$ cat src/hdl/pmfc_defines.vh
/*
 * power mode and pin float control: shared constants.
 * assumes inclusion by bare name from hdl/ design files.
 */
`ifndef PMFC_DEFINES_VH
`define PMFC_DEFINES_VH

// ==========================================================
// power states
`define PMFC_ST_ACTIVE 2'h0
`define PMFC_ST_IDLE 2'h1
`define PMFC_ST_PDOWN 2'h2
`define PMFC_ST_WAKE 2'h3

// ==========================================================
// mode request encodings
`define PMFC_REQ_ACTIVE 2'h0
`define PMFC_REQ_IDLE 2'h1
`define PMFC_REQ_PDOWN 2'h2

// ==========================================================
// pin state kinds per special condition
`define PMFC_PIN_HIGH 3'h0
`define PMFC_PIN_LOW 3'h1
`define PMFC_PIN_FLOAT 3'h2
`define PMFC_PIN_ACTIVE 3'h3
`define PMFC_PIN_RETAIN 3'h4

// ==========================================================
// widths and reset values
`define PMFC_AD_W 16
`define PMFC_AD_RST 16'h0000
`define PMFC_WAKE_CNT_W 16
`define PMFC_WAKE_MIN 16'h0001

`endif

$ cat src/hdl/pmfc_power_ctrl.v
/*
 * power manager and pin float test mode control.
 * assumes the core supplies ref_clk and nrst, board logic drives
 * reset_in_n and the float test strap, and the bus unit supplies
 * addr_data_bus output values and a bus hold acknowledge.
 */
// Summary of operation
// - the power manager has active, idle, powerdown and wake states and in active every unit is clocked outside reset.
// - in idle the execution and bus unit clocks stop low while peripheral clocks keep running.
// - in powerdown every internal clock stops low and the oscillator is disabled.
// - in powerdown every register keeps its contents so operation resumes unchanged.
// - in pin float test mode every output and bidirectional pin is high impedance.
// - pin float test mode is selected when the strap is low while reset input is active.
// - during reset the strap pin is weakly pulled high so an undriven strap selects normal mode.
// - every output pin has a defined state in bus hold, reset, idle and powerdown.
// - the address data pins float pin_float_test_mode bus hold is acknowledged.
// - the address data pins float during reset.
// - the address data pins keep their last driven value in powerdown.
// - the reset output stays asserted as long as the reset input is asserted.
// - on leaving powerdown the device waits for the wake delay timer pin before resuming.
`timescale 1ns/1ps
`default_nettype none
`include "pmfc_defines.vh"

module pmfc_power_ctrl (
    input wire ref_clk,
    input wire nrst,
    input wire reset_in_n,
    input wire [1:0] mode_req,
    input wire mode_req_valid,
    input wire wake_event,
    input wire float_test_strap_in,
    output reg float_test_strap_out,
    output reg float_test_strap_oe,
    output wire float_test_strap_pullup,
    input wire wake_delay_timer_pin_in,
    output reg wake_delay_timer_pin_out,
    output reg wake_delay_timer_pin_oe,
    input wire bus_hold_ack,
    input wire [15:0] bus_ad_value,
    input wire bus_ad_drive,
    input wire [15:0] addr_data_bus_in,
    output reg [15:0] addr_data_bus_out,
    output reg [15:0] addr_data_bus_oe,
    output wire [15:0] bus_ad_sample,
    output reg reset_out,
    output reg reset_out_oe,
    output reg osc_enable,
    output wire exec_clk,
    output wire bus_clk,
    output wire periph_clk,
    output reg regs_hold,
    output reg pin_float_test_mode,
    output reg [1:0] power_state
);

    // ==========================================================
    // parameters
    parameter [15:0] WAKE_MIN_CYCLES = `PMFC_WAKE_MIN;

    // ==========================================================
    // state
    localparam [1:0] ST_ACTIVE = `PMFC_ST_ACTIVE;
    localparam [1:0] ST_IDLE = `PMFC_ST_IDLE;
    localparam [1:0] ST_PDOWN = `PMFC_ST_PDOWN;
    localparam [1:0] ST_WAKE = `PMFC_ST_WAKE;

    reg [1:0] state_ff;
    reg [1:0] nxt_state;
    reg float_mode_ff;
    reg nxt_float_mode;
    reg [15:0] ad_last_ff;
    reg [15:0] nxt_ad_last;
    reg in_reset;
    wire wake_start;
    wire wake_done;
    wire exec_en;
    wire periph_en;
    reg [2:0] pin_cond;
    reg [2:0] ad_pin_kind;

    // core reset seen by the manager: block reset or board reset input
    always @* begin
        in_reset = !nrst || !reset_in_n;
    end

    // ==========================================================
    // power state machine
    always @* begin
        nxt_state = state_ff;
        case (state_ff)
            ST_ACTIVE: begin
                if (mode_req_valid && mode_req == `PMFC_REQ_IDLE) begin
                    nxt_state = ST_IDLE;
                end else if (mode_req_valid &&
                             mode_req == `PMFC_REQ_PDOWN) begin
                    nxt_state = ST_PDOWN;
                end
            end
            ST_IDLE: begin
                if (wake_event) begin
                    nxt_state = ST_ACTIVE;
                end
            end
            ST_PDOWN: begin
                if (wake_event) begin
                    nxt_state = ST_WAKE;
                end
            end
            ST_WAKE: begin
                if (wake_done) begin
                    nxt_state = ST_ACTIVE;
                end
            end
            default: begin
                nxt_state = ST_ACTIVE;
            end
        endcase
    end

    // board reset returns the manager to active; contents otherwise kept
    always @(posedge ref_clk or negedge nrst) begin
        if (!nrst) begin
            state_ff <= ST_ACTIVE;
        end else if (!reset_in_n) begin
            state_ff <= ST_ACTIVE;
        end else begin
            state_ff <= nxt_state;
        end
    end

    assign wake_start = (state_ff == ST_PDOWN) && wake_event;

    // ==========================================================
    // pin float test mode latch
    // strap sampled on every edge while reset input is low, so the value
    // taken is the one present at the release
    always @* begin
        nxt_float_mode = float_mode_ff;
        if (!reset_in_n) begin
            nxt_float_mode = !float_test_strap_in;
        end
    end

    // asynchronous block reset clears it; strap is caught by the clock
    always @(posedge ref_clk or negedge nrst) begin
        if (!nrst) begin
            float_mode_ff <= 1'b0;
        end else begin
            float_mode_ff <= nxt_float_mode;
        end
    end

    // ==========================================================
    // special pin conditions
    // reset beats bus hold, and bus hold beats the powerdown retain
    localparam [2:0] COND_RUN = 3'h0;
    localparam [2:0] COND_HOLD = 3'h1;
    localparam [2:0] COND_RESET = 3'h2;
    localparam [2:0] COND_IDLE = 3'h3;
    localparam [2:0] COND_PDOWN = 3'h4;

    // address data pin kind in each condition
    localparam [2:0] AD_KIND_RUN = `PMFC_PIN_ACTIVE;
    localparam [2:0] AD_KIND_HOLD = `PMFC_PIN_FLOAT;
    localparam [2:0] AD_KIND_RESET = `PMFC_PIN_FLOAT;
    localparam [2:0] AD_KIND_IDLE = `PMFC_PIN_ACTIVE;
    localparam [2:0] AD_KIND_PDOWN = `PMFC_PIN_RETAIN;

    // the wake wait counts as powerdown so the bus stays frozen until
    // the oscillator is trusted again
    always @* begin
        if (!reset_in_n) begin
            pin_cond = COND_RESET;
        end else if (bus_hold_ack) begin
            pin_cond = COND_HOLD;
        end else if (nxt_state == ST_PDOWN || state_ff == ST_PDOWN ||
                     state_ff == ST_WAKE) begin
            pin_cond = COND_PDOWN;
        end else if (state_ff == ST_IDLE) begin
            pin_cond = COND_IDLE;
        end else begin
            pin_cond = COND_RUN;
        end
    end

    always @* begin
        case (pin_cond)
            COND_HOLD: begin
                ad_pin_kind = AD_KIND_HOLD;
            end
            COND_RESET: begin
                ad_pin_kind = AD_KIND_RESET;
            end
            COND_IDLE: begin
                ad_pin_kind = AD_KIND_IDLE;
            end
            COND_PDOWN: begin
                ad_pin_kind = AD_KIND_PDOWN;
            end
            default: begin
                ad_pin_kind = AD_KIND_RUN;
            end
        endcase
    end

    // ==========================================================
    // last driven bus value, frozen outside active and idle operation
    // captured only while the pins really follow the bus unit, so the
    // entry edge into powerdown cannot slip a newer value in
    always @* begin
        nxt_ad_last = ad_last_ff;
        if (ad_pin_kind == `PMFC_PIN_ACTIVE && bus_ad_drive) begin
            nxt_ad_last = bus_ad_value;
        end
    end

    always @(posedge ref_clk or negedge nrst) begin
        if (!nrst) begin
            ad_last_ff <= `PMFC_AD_RST;
        end else begin
            ad_last_ff <= nxt_ad_last;
        end
    end

    assign bus_ad_sample = addr_data_bus_in;

    // ==========================================================
    // clock gating
    // regs only lose clocks, never contents, so state survives powerdown
    assign exec_en = (state_ff == ST_ACTIVE) && !in_reset;
    assign periph_en = (state_ff == ST_ACTIVE) ||
                       (state_ff == ST_IDLE);

    pmfc_clk_gate u_exec_gate (
        .clk_in(ref_clk),
        .nrst(nrst),
        .enable(exec_en),
        .clk_out(exec_clk)
    );

    pmfc_clk_gate u_bus_gate (
        .clk_in(ref_clk),
        .nrst(nrst),
        .enable(exec_en),
        .clk_out(bus_clk)
    );

    pmfc_clk_gate u_periph_gate (
        .clk_in(ref_clk),
        .nrst(nrst),
        .enable(periph_en),
        .clk_out(periph_clk)
    );

    pmfc_wake_timer u_wake (
        .ref_clk(ref_clk),
        .nrst(nrst),
        .start(wake_start),
        .timer_pin_done(wake_delay_timer_pin_in),
        .min_cycles(WAKE_MIN_CYCLES),
        .done(wake_done)
    );

    // strap pull is weak, only during reset
    assign float_test_strap_pullup = in_reset;

    // ==========================================================
    // output pins, registered
    always @(posedge ref_clk or negedge nrst) begin
        if (!nrst) begin
            addr_data_bus_out <= `PMFC_AD_RST;
            addr_data_bus_oe <= 16'h0000;
            reset_out <= 1'b1;
            reset_out_oe <= 1'b1;
            osc_enable <= 1'b1;
            regs_hold <= 1'b0;
            pin_float_test_mode <= 1'b0;
            power_state <= ST_ACTIVE;
            float_test_strap_out <= 1'b0;
            float_test_strap_oe <= 1'b0;
            wake_delay_timer_pin_out <= 1'b0;
            wake_delay_timer_pin_oe <= 1'b0;
        end else begin
            pin_float_test_mode <= nxt_float_mode;
            power_state <= (!reset_in_n) ? ST_ACTIVE : nxt_state;
            reset_out <= !reset_in_n;
            reset_out_oe <= 1'b1;
            osc_enable <= !(nxt_state == ST_PDOWN && reset_in_n);
            regs_hold <= (nxt_state == ST_PDOWN) && reset_in_n;
            float_test_strap_out <= 1'b0;
            float_test_strap_oe <= 1'b0;
            // timer pin: float in reset, driven high in powerdown
            wake_delay_timer_pin_out <= 1'b1;
            wake_delay_timer_pin_oe <= reset_in_n &&
                                       (nxt_state == ST_PDOWN);
            case (ad_pin_kind)
                `PMFC_PIN_FLOAT: begin
                    addr_data_bus_oe <= 16'h0000;
                    addr_data_bus_out <= addr_data_bus_out;
                end
                `PMFC_PIN_RETAIN: begin
                    addr_data_bus_oe <= addr_data_bus_oe;
                    addr_data_bus_out <= ad_last_ff;
                end
                default: begin
                    addr_data_bus_oe <= {16{bus_ad_drive}};
                    addr_data_bus_out <= bus_ad_value;
                end
            endcase
            // float test mode overrides every pin enable
            if (nxt_float_mode) begin
                addr_data_bus_oe <= 16'h0000;
                reset_out_oe <= 1'b0;
                wake_delay_timer_pin_oe <= 1'b0;
            end
        end
    end

endmodule

`default_nettype wire

$ cat src/hdl/pmfc_clk_gate.v
/*
 * glitch free clock gate holding its output low while disabled.
 * assumes clk_in is the core clock and enable is synchronous to it.
 */
`timescale 1ns/1ps
`default_nettype none

module pmfc_clk_gate (
    input wire clk_in,
    input wire nrst,
    input wire enable,
    output wire clk_out
);

    // ==========================================================
    // latch style gate built from a falling edge flop
    reg en_ff;

    // enable changes only while clk_in is low so the output never glitches
    always @(negedge clk_in or negedge nrst) begin
        if (!nrst) begin
            en_ff <= 1'b0;
        end else begin
            en_ff <= enable;
        end
    end

    // stopped clock rests at logic zero
    assign clk_out = clk_in & en_ff;

endmodule

`default_nettype wire

$ cat src/hdl/pmfc_wake_timer.v
/*
 * wake delay counter started on leaving powerdown.
 * assumes the wake delay timer pin level means the external capacitor
 * has charged; the count sets a minimum delay on top of it.
 */
`timescale 1ns/1ps
`default_nettype none

module pmfc_wake_timer (
    input wire ref_clk,
    input wire nrst,
    input wire start,
    input wire timer_pin_done,
    input wire [15:0] min_cycles,
    output wire done
);

    // ==========================================================
    // counter
    reg [15:0] cnt_ff;
    reg run_ff;
    reg [15:0] nxt_cnt;
    reg nxt_run;

    always @* begin
        nxt_cnt = cnt_ff;
        nxt_run = run_ff;
        if (start) begin
            nxt_cnt = 16'h0000;
            nxt_run = 1'b1;
        end else if (run_ff && cnt_ff != min_cycles) begin
            nxt_cnt = cnt_ff + 16'h0001;
        end
    end

    always @(posedge ref_clk or negedge nrst) begin
        if (!nrst) begin
            cnt_ff <= 16'h0000;
            run_ff <= 1'b0;
        end else begin
            cnt_ff <= nxt_cnt;
            run_ff <= nxt_run;
        end
    end

    // both the minimum count and the external pin must agree
    assign done = run_ff && !start && (cnt_ff == min_cycles) &&
                  timer_pin_done;

endmodule

`default_nettype wire

$ cat config.mk
export PLATFORM = sky130hd
export DESIGN_NAME = pmfc_power_ctrl
export DESIGN_NICKNAME = d
export VERILOG_FILES = /design/src/hdl/pmfc_power_ctrl.v /design/src/hdl/pmfc_clk_gate.v /design/src/hdl/pmfc_wake_timer.v
export VERILOG_INCLUDE_DIRS = /design/src /design/src/hdl
export SDC_FILE = /design/constraint.sdc
export NUM_CORES = 1
export LEC_CHECK = 0
export BUFFER_PORTS_ARGS = -buffer_cell sky130_fd_sc_hd__buf_2
export CORE_MARGIN = 3
export CORE_UTILIZATION = 50
export CTS_BUF_LIST = sky130_fd_sc_hd__clkbuf_16
export CTS_CLUSTER_DIAMETER = 30
export CTS_CLUSTER_SIZE = 10
export DETAILED_ROUTE_END_ITERATION = 10
export PLACE_DENSITY = 0.89
export SETUP_SLACK_MARGIN = 0.5
export SLEW_MARGIN = 20
export SYNTH_ARGS = -nofsm -noshare
export SYNTH_HDL_FRONTEND = slang
export SYNTH_SLANG_ARGS = --single-unit
$ cat constraint.sdc
create_clock -name ref_clk -period 2.8 [get_ports ref_clk]
set_input_delay 0.14 -clock ref_clk [delete_from_list [all_inputs] [get_ports ref_clk]]
set_output_delay 0.14 -clock ref_clk [all_outputs]
set_load 0.01 [all_outputs]
==> summary.txt <==
Status: complete, but fails checks
Failing checks: negative setup slack
FF+latch count, synth: 61
Worst Path Arrival: 2.72 ns
Commonest non-fill, non-tap cell in the layout: buf_2
Pwr dens: 915.6 nW/um2
Clk pwr share: 0.500
IO Port Bufs: 71
# rows: 27
Die width: 83.43 um
Routed WL: 7096 um
Final Instance Area: 3938 um2
Diode count: 0
IO Pins: 106
Final Hold Vio Count: 0
Hold Path Class: in2reg
Final Power: 3.605 mW
Max-slew headroom: 0.5238
Worst setup SP type: flop
Final setup viols: 3
Pin count of the biggest net entering global routing: 62
Synth Instances: 275
Layout cell share with drive strength beyond 1: 0.3600
Final HPWL DP: 4174 um
Via count: 2331
Worst skew pair latency: 0.47 ns
CP Cell Sequence: and2_4 > clkbuf_16 > clkbuf_16 > buf_6
Sequential fraction of design power: 0.347
Drt via density: 5.524
CP peak stage delay: 0.38 ns
Multi-input gate area: 1140 um2
Comb power frac: 0.153
Worst setup EP type: output port
Clock skew: 0.02626 ns
Clock slew at reported path FFs: 0.05 ns
Slew Limit Fails: 0
DP Worst Slack: 0.4766 ns
Antenna viol nets, final: 0
RSZ-0062 raised after global routing: yes
Switching share of power: 0.2727
CP most frequent cell: clkbuf_16
Leak pwr: 1.972 nW
Sequential share of the synthesized area: 0.5104
Maximum vdd drop: 872.9 uV
Asr flop ratio synth: 1.000
DRC Markers: 0
Global placement routability congestion: 0.8978
Vias in the first global route: 2417
Starting density of the core: 0.5314
Yosys Warn Count: 0
CP Class: reg2out
Critical-path top delay cell: dfrtn_1
Global-route wire length before repair: 11750 um
Setup repair bufs after CTS: 0
Critical Path RT: 2.66 ns
Fin Hold WS: 0.04047 ns
Post-synth top flop: dfrtp_1
Wire length per cell: 16.82 um
Maxcap violations: 0
Fill count: 378
Worst Tran Pin Value: 0.7126 ns
Detailed-router iteration count before antenna repair: 5
Initial DRC count: 191
GRT overflow: 0
Initial antenna violation count: 0
Most frequent cells in the layout: buf_2, dfrtp_1, nand2_1
Pint: 2.622 mW
Number of flops mapped to enable cells by yosys: 0
Area grow syn2layout: 31.34%
Total global-route track usage: 0.2222
Chip height: 83.43 um
Die area: 6961 um2
TNS Setup: -0.1124 ns
Synth Cell Area: 2998 um2
Sequential cell area: 1530 um2
CTS tree: yes
Syn Area/Cell: 10.90 um2
CORE AREA: 5642 um2
Net Switching: 0.9833 mW
Worst setup slack after layout: -0.05704 ns
Critical path peak fanout: 2
Placed Instance Area: 3159 um2
NumNets Final: 390
Yosys cell types: 41
cell families after synthesis:
family | share of synthesized area
buf+inv | 0.1123
mux | 0.1235
compound gates | 0.05301
fa+ha+maj | 0.008346
xor+xnor | 0.03506
simple gates | 0.1548
flops | 0.5104
other cells | 0.002505
worst paths after layout:
| path | cells after the start | slack [ns] | startpoint | to |
|---|---|---|---|---|
| max | 4 | -0.06 | u_bus_gate.en_ff$_DFF_NN0_ | bus_clk |
| min | 3 | 0.04 | bus_ad_drive | addr_data_bus_oe[14]$_DFFE_PN0P_ |
| max reg2reg | 2 | 0.48 | power_state[1]$_DFF_PN0_ | u_bus_gate.en_ff$_DFF_NN0_ |
| min reg2reg | 2 | 0.47 | addr_data_bus_out[7]$_DFFE_PN0N_ | addr_data_bus_out[7]$_DFFE_PN0N_ |
| max in group asynchronous | 3 | 0.81 | nrst | u_periph_gate.en_ff$_DFF_NN0_ |
| min in group asynchronous | 3 | 0.35 | nrst | power_state[0]$_DFF_PN0_ |
worst max-delay path: cells and delay by family (launching register included):
family	cells	cell delay, ns
buffers and inverters	3	0.33
flip-flops	1	0.38
AND/OR/NAND/NOR	1	0.14
registers in the layout, summed over array words and instances, names as in the netlist:
register	count
ad_last_ff	16
addr_data_bus_oe	1
addr_data_bus_out	16
osc_enable	1
pin_float_test_mode	1
power_state	2
regs_hold	1
reset_out	1
reset_out_oe	1
u_bus_gate.en_ff	1
u_periph_gate.en_ff	1
u_wake.cnt_ff	16
u_wake.run_ff	1
wake_delay_timer_pin_oe	1
wake_delay_timer_pin_out	1
Yosys cell counts, drive strengths merged, types with 3 or more instances:
master,instances,area [um2]
dfrtp,56,1401
o21ai,16,80.08
and4,4,35.03
buf,39,287.8
nor3,3,15.01
nand3,6,30.03
dfstp,3,78.83
nand4,10,62.56
nand2,24,90.09
nor2,19,78.82
mux2,16,180.2
clkbuf,6,22.52
mux2i,19,190.2
nor4,6,37.54
xnor2,6,52.55
inv,7,26.28
xor2,6,52.55
cell type report:
cell class	instances	area share
sequential	61	0.3886
multi-input combinational	163	0.2895
timing repair buffer	90	0.1414
clock buffer	22	0.1293
tap	72	0.02288
clock inverter	7	0.02161
inverter	7	0.006673
stage by stage:
step                      utilization  std cells
after global routing           0.6979        422
after floorplan                     -        276
after CTS                      0.6957        422
after detailed placement       0.5600        377
after global placement         0.5600        377
final                          0.6979        422
repair_timing:
action	in CTS	in global routing
hold endpoints to repair	79	0
endpoints found under the setup margin	6	8
gates resized for setup	3	3
pin swaps	1	0
gates cloned	0	0
hold buffers	19	0
per-layer routing:
layer / up-vias / GRT usage / share of wire
li1: 1050 / - / -
met1: 1130 / 0.2378 / 0.38
met2: 122 / 0.3513 / 0.51
met3: 29 / 0.1071 / 0.079
met4: 0 / 0.1404 / 0.031
met5: - / 0 / 0
power groups by stage:
| stage | registers [mW] | logic (mW) | clock network (mW) |
|---|---|---|---|
| after global placement | 1.24 | 0.491 | 0.0413 |
| after global routing | 1.28 | 0.609 | 1.88 |
| after detailed placement | 1.25 | 0.519 | 0.0413 |
| after CTS | 1.24 | 0.546 | 1.80 |
| after floorplan | 1.22 | 0.389 | 0.0296 |
| final | 1.25 | 0.552 | 1.80 |
No activity file was read; power rests on OpenSTA's default activity.
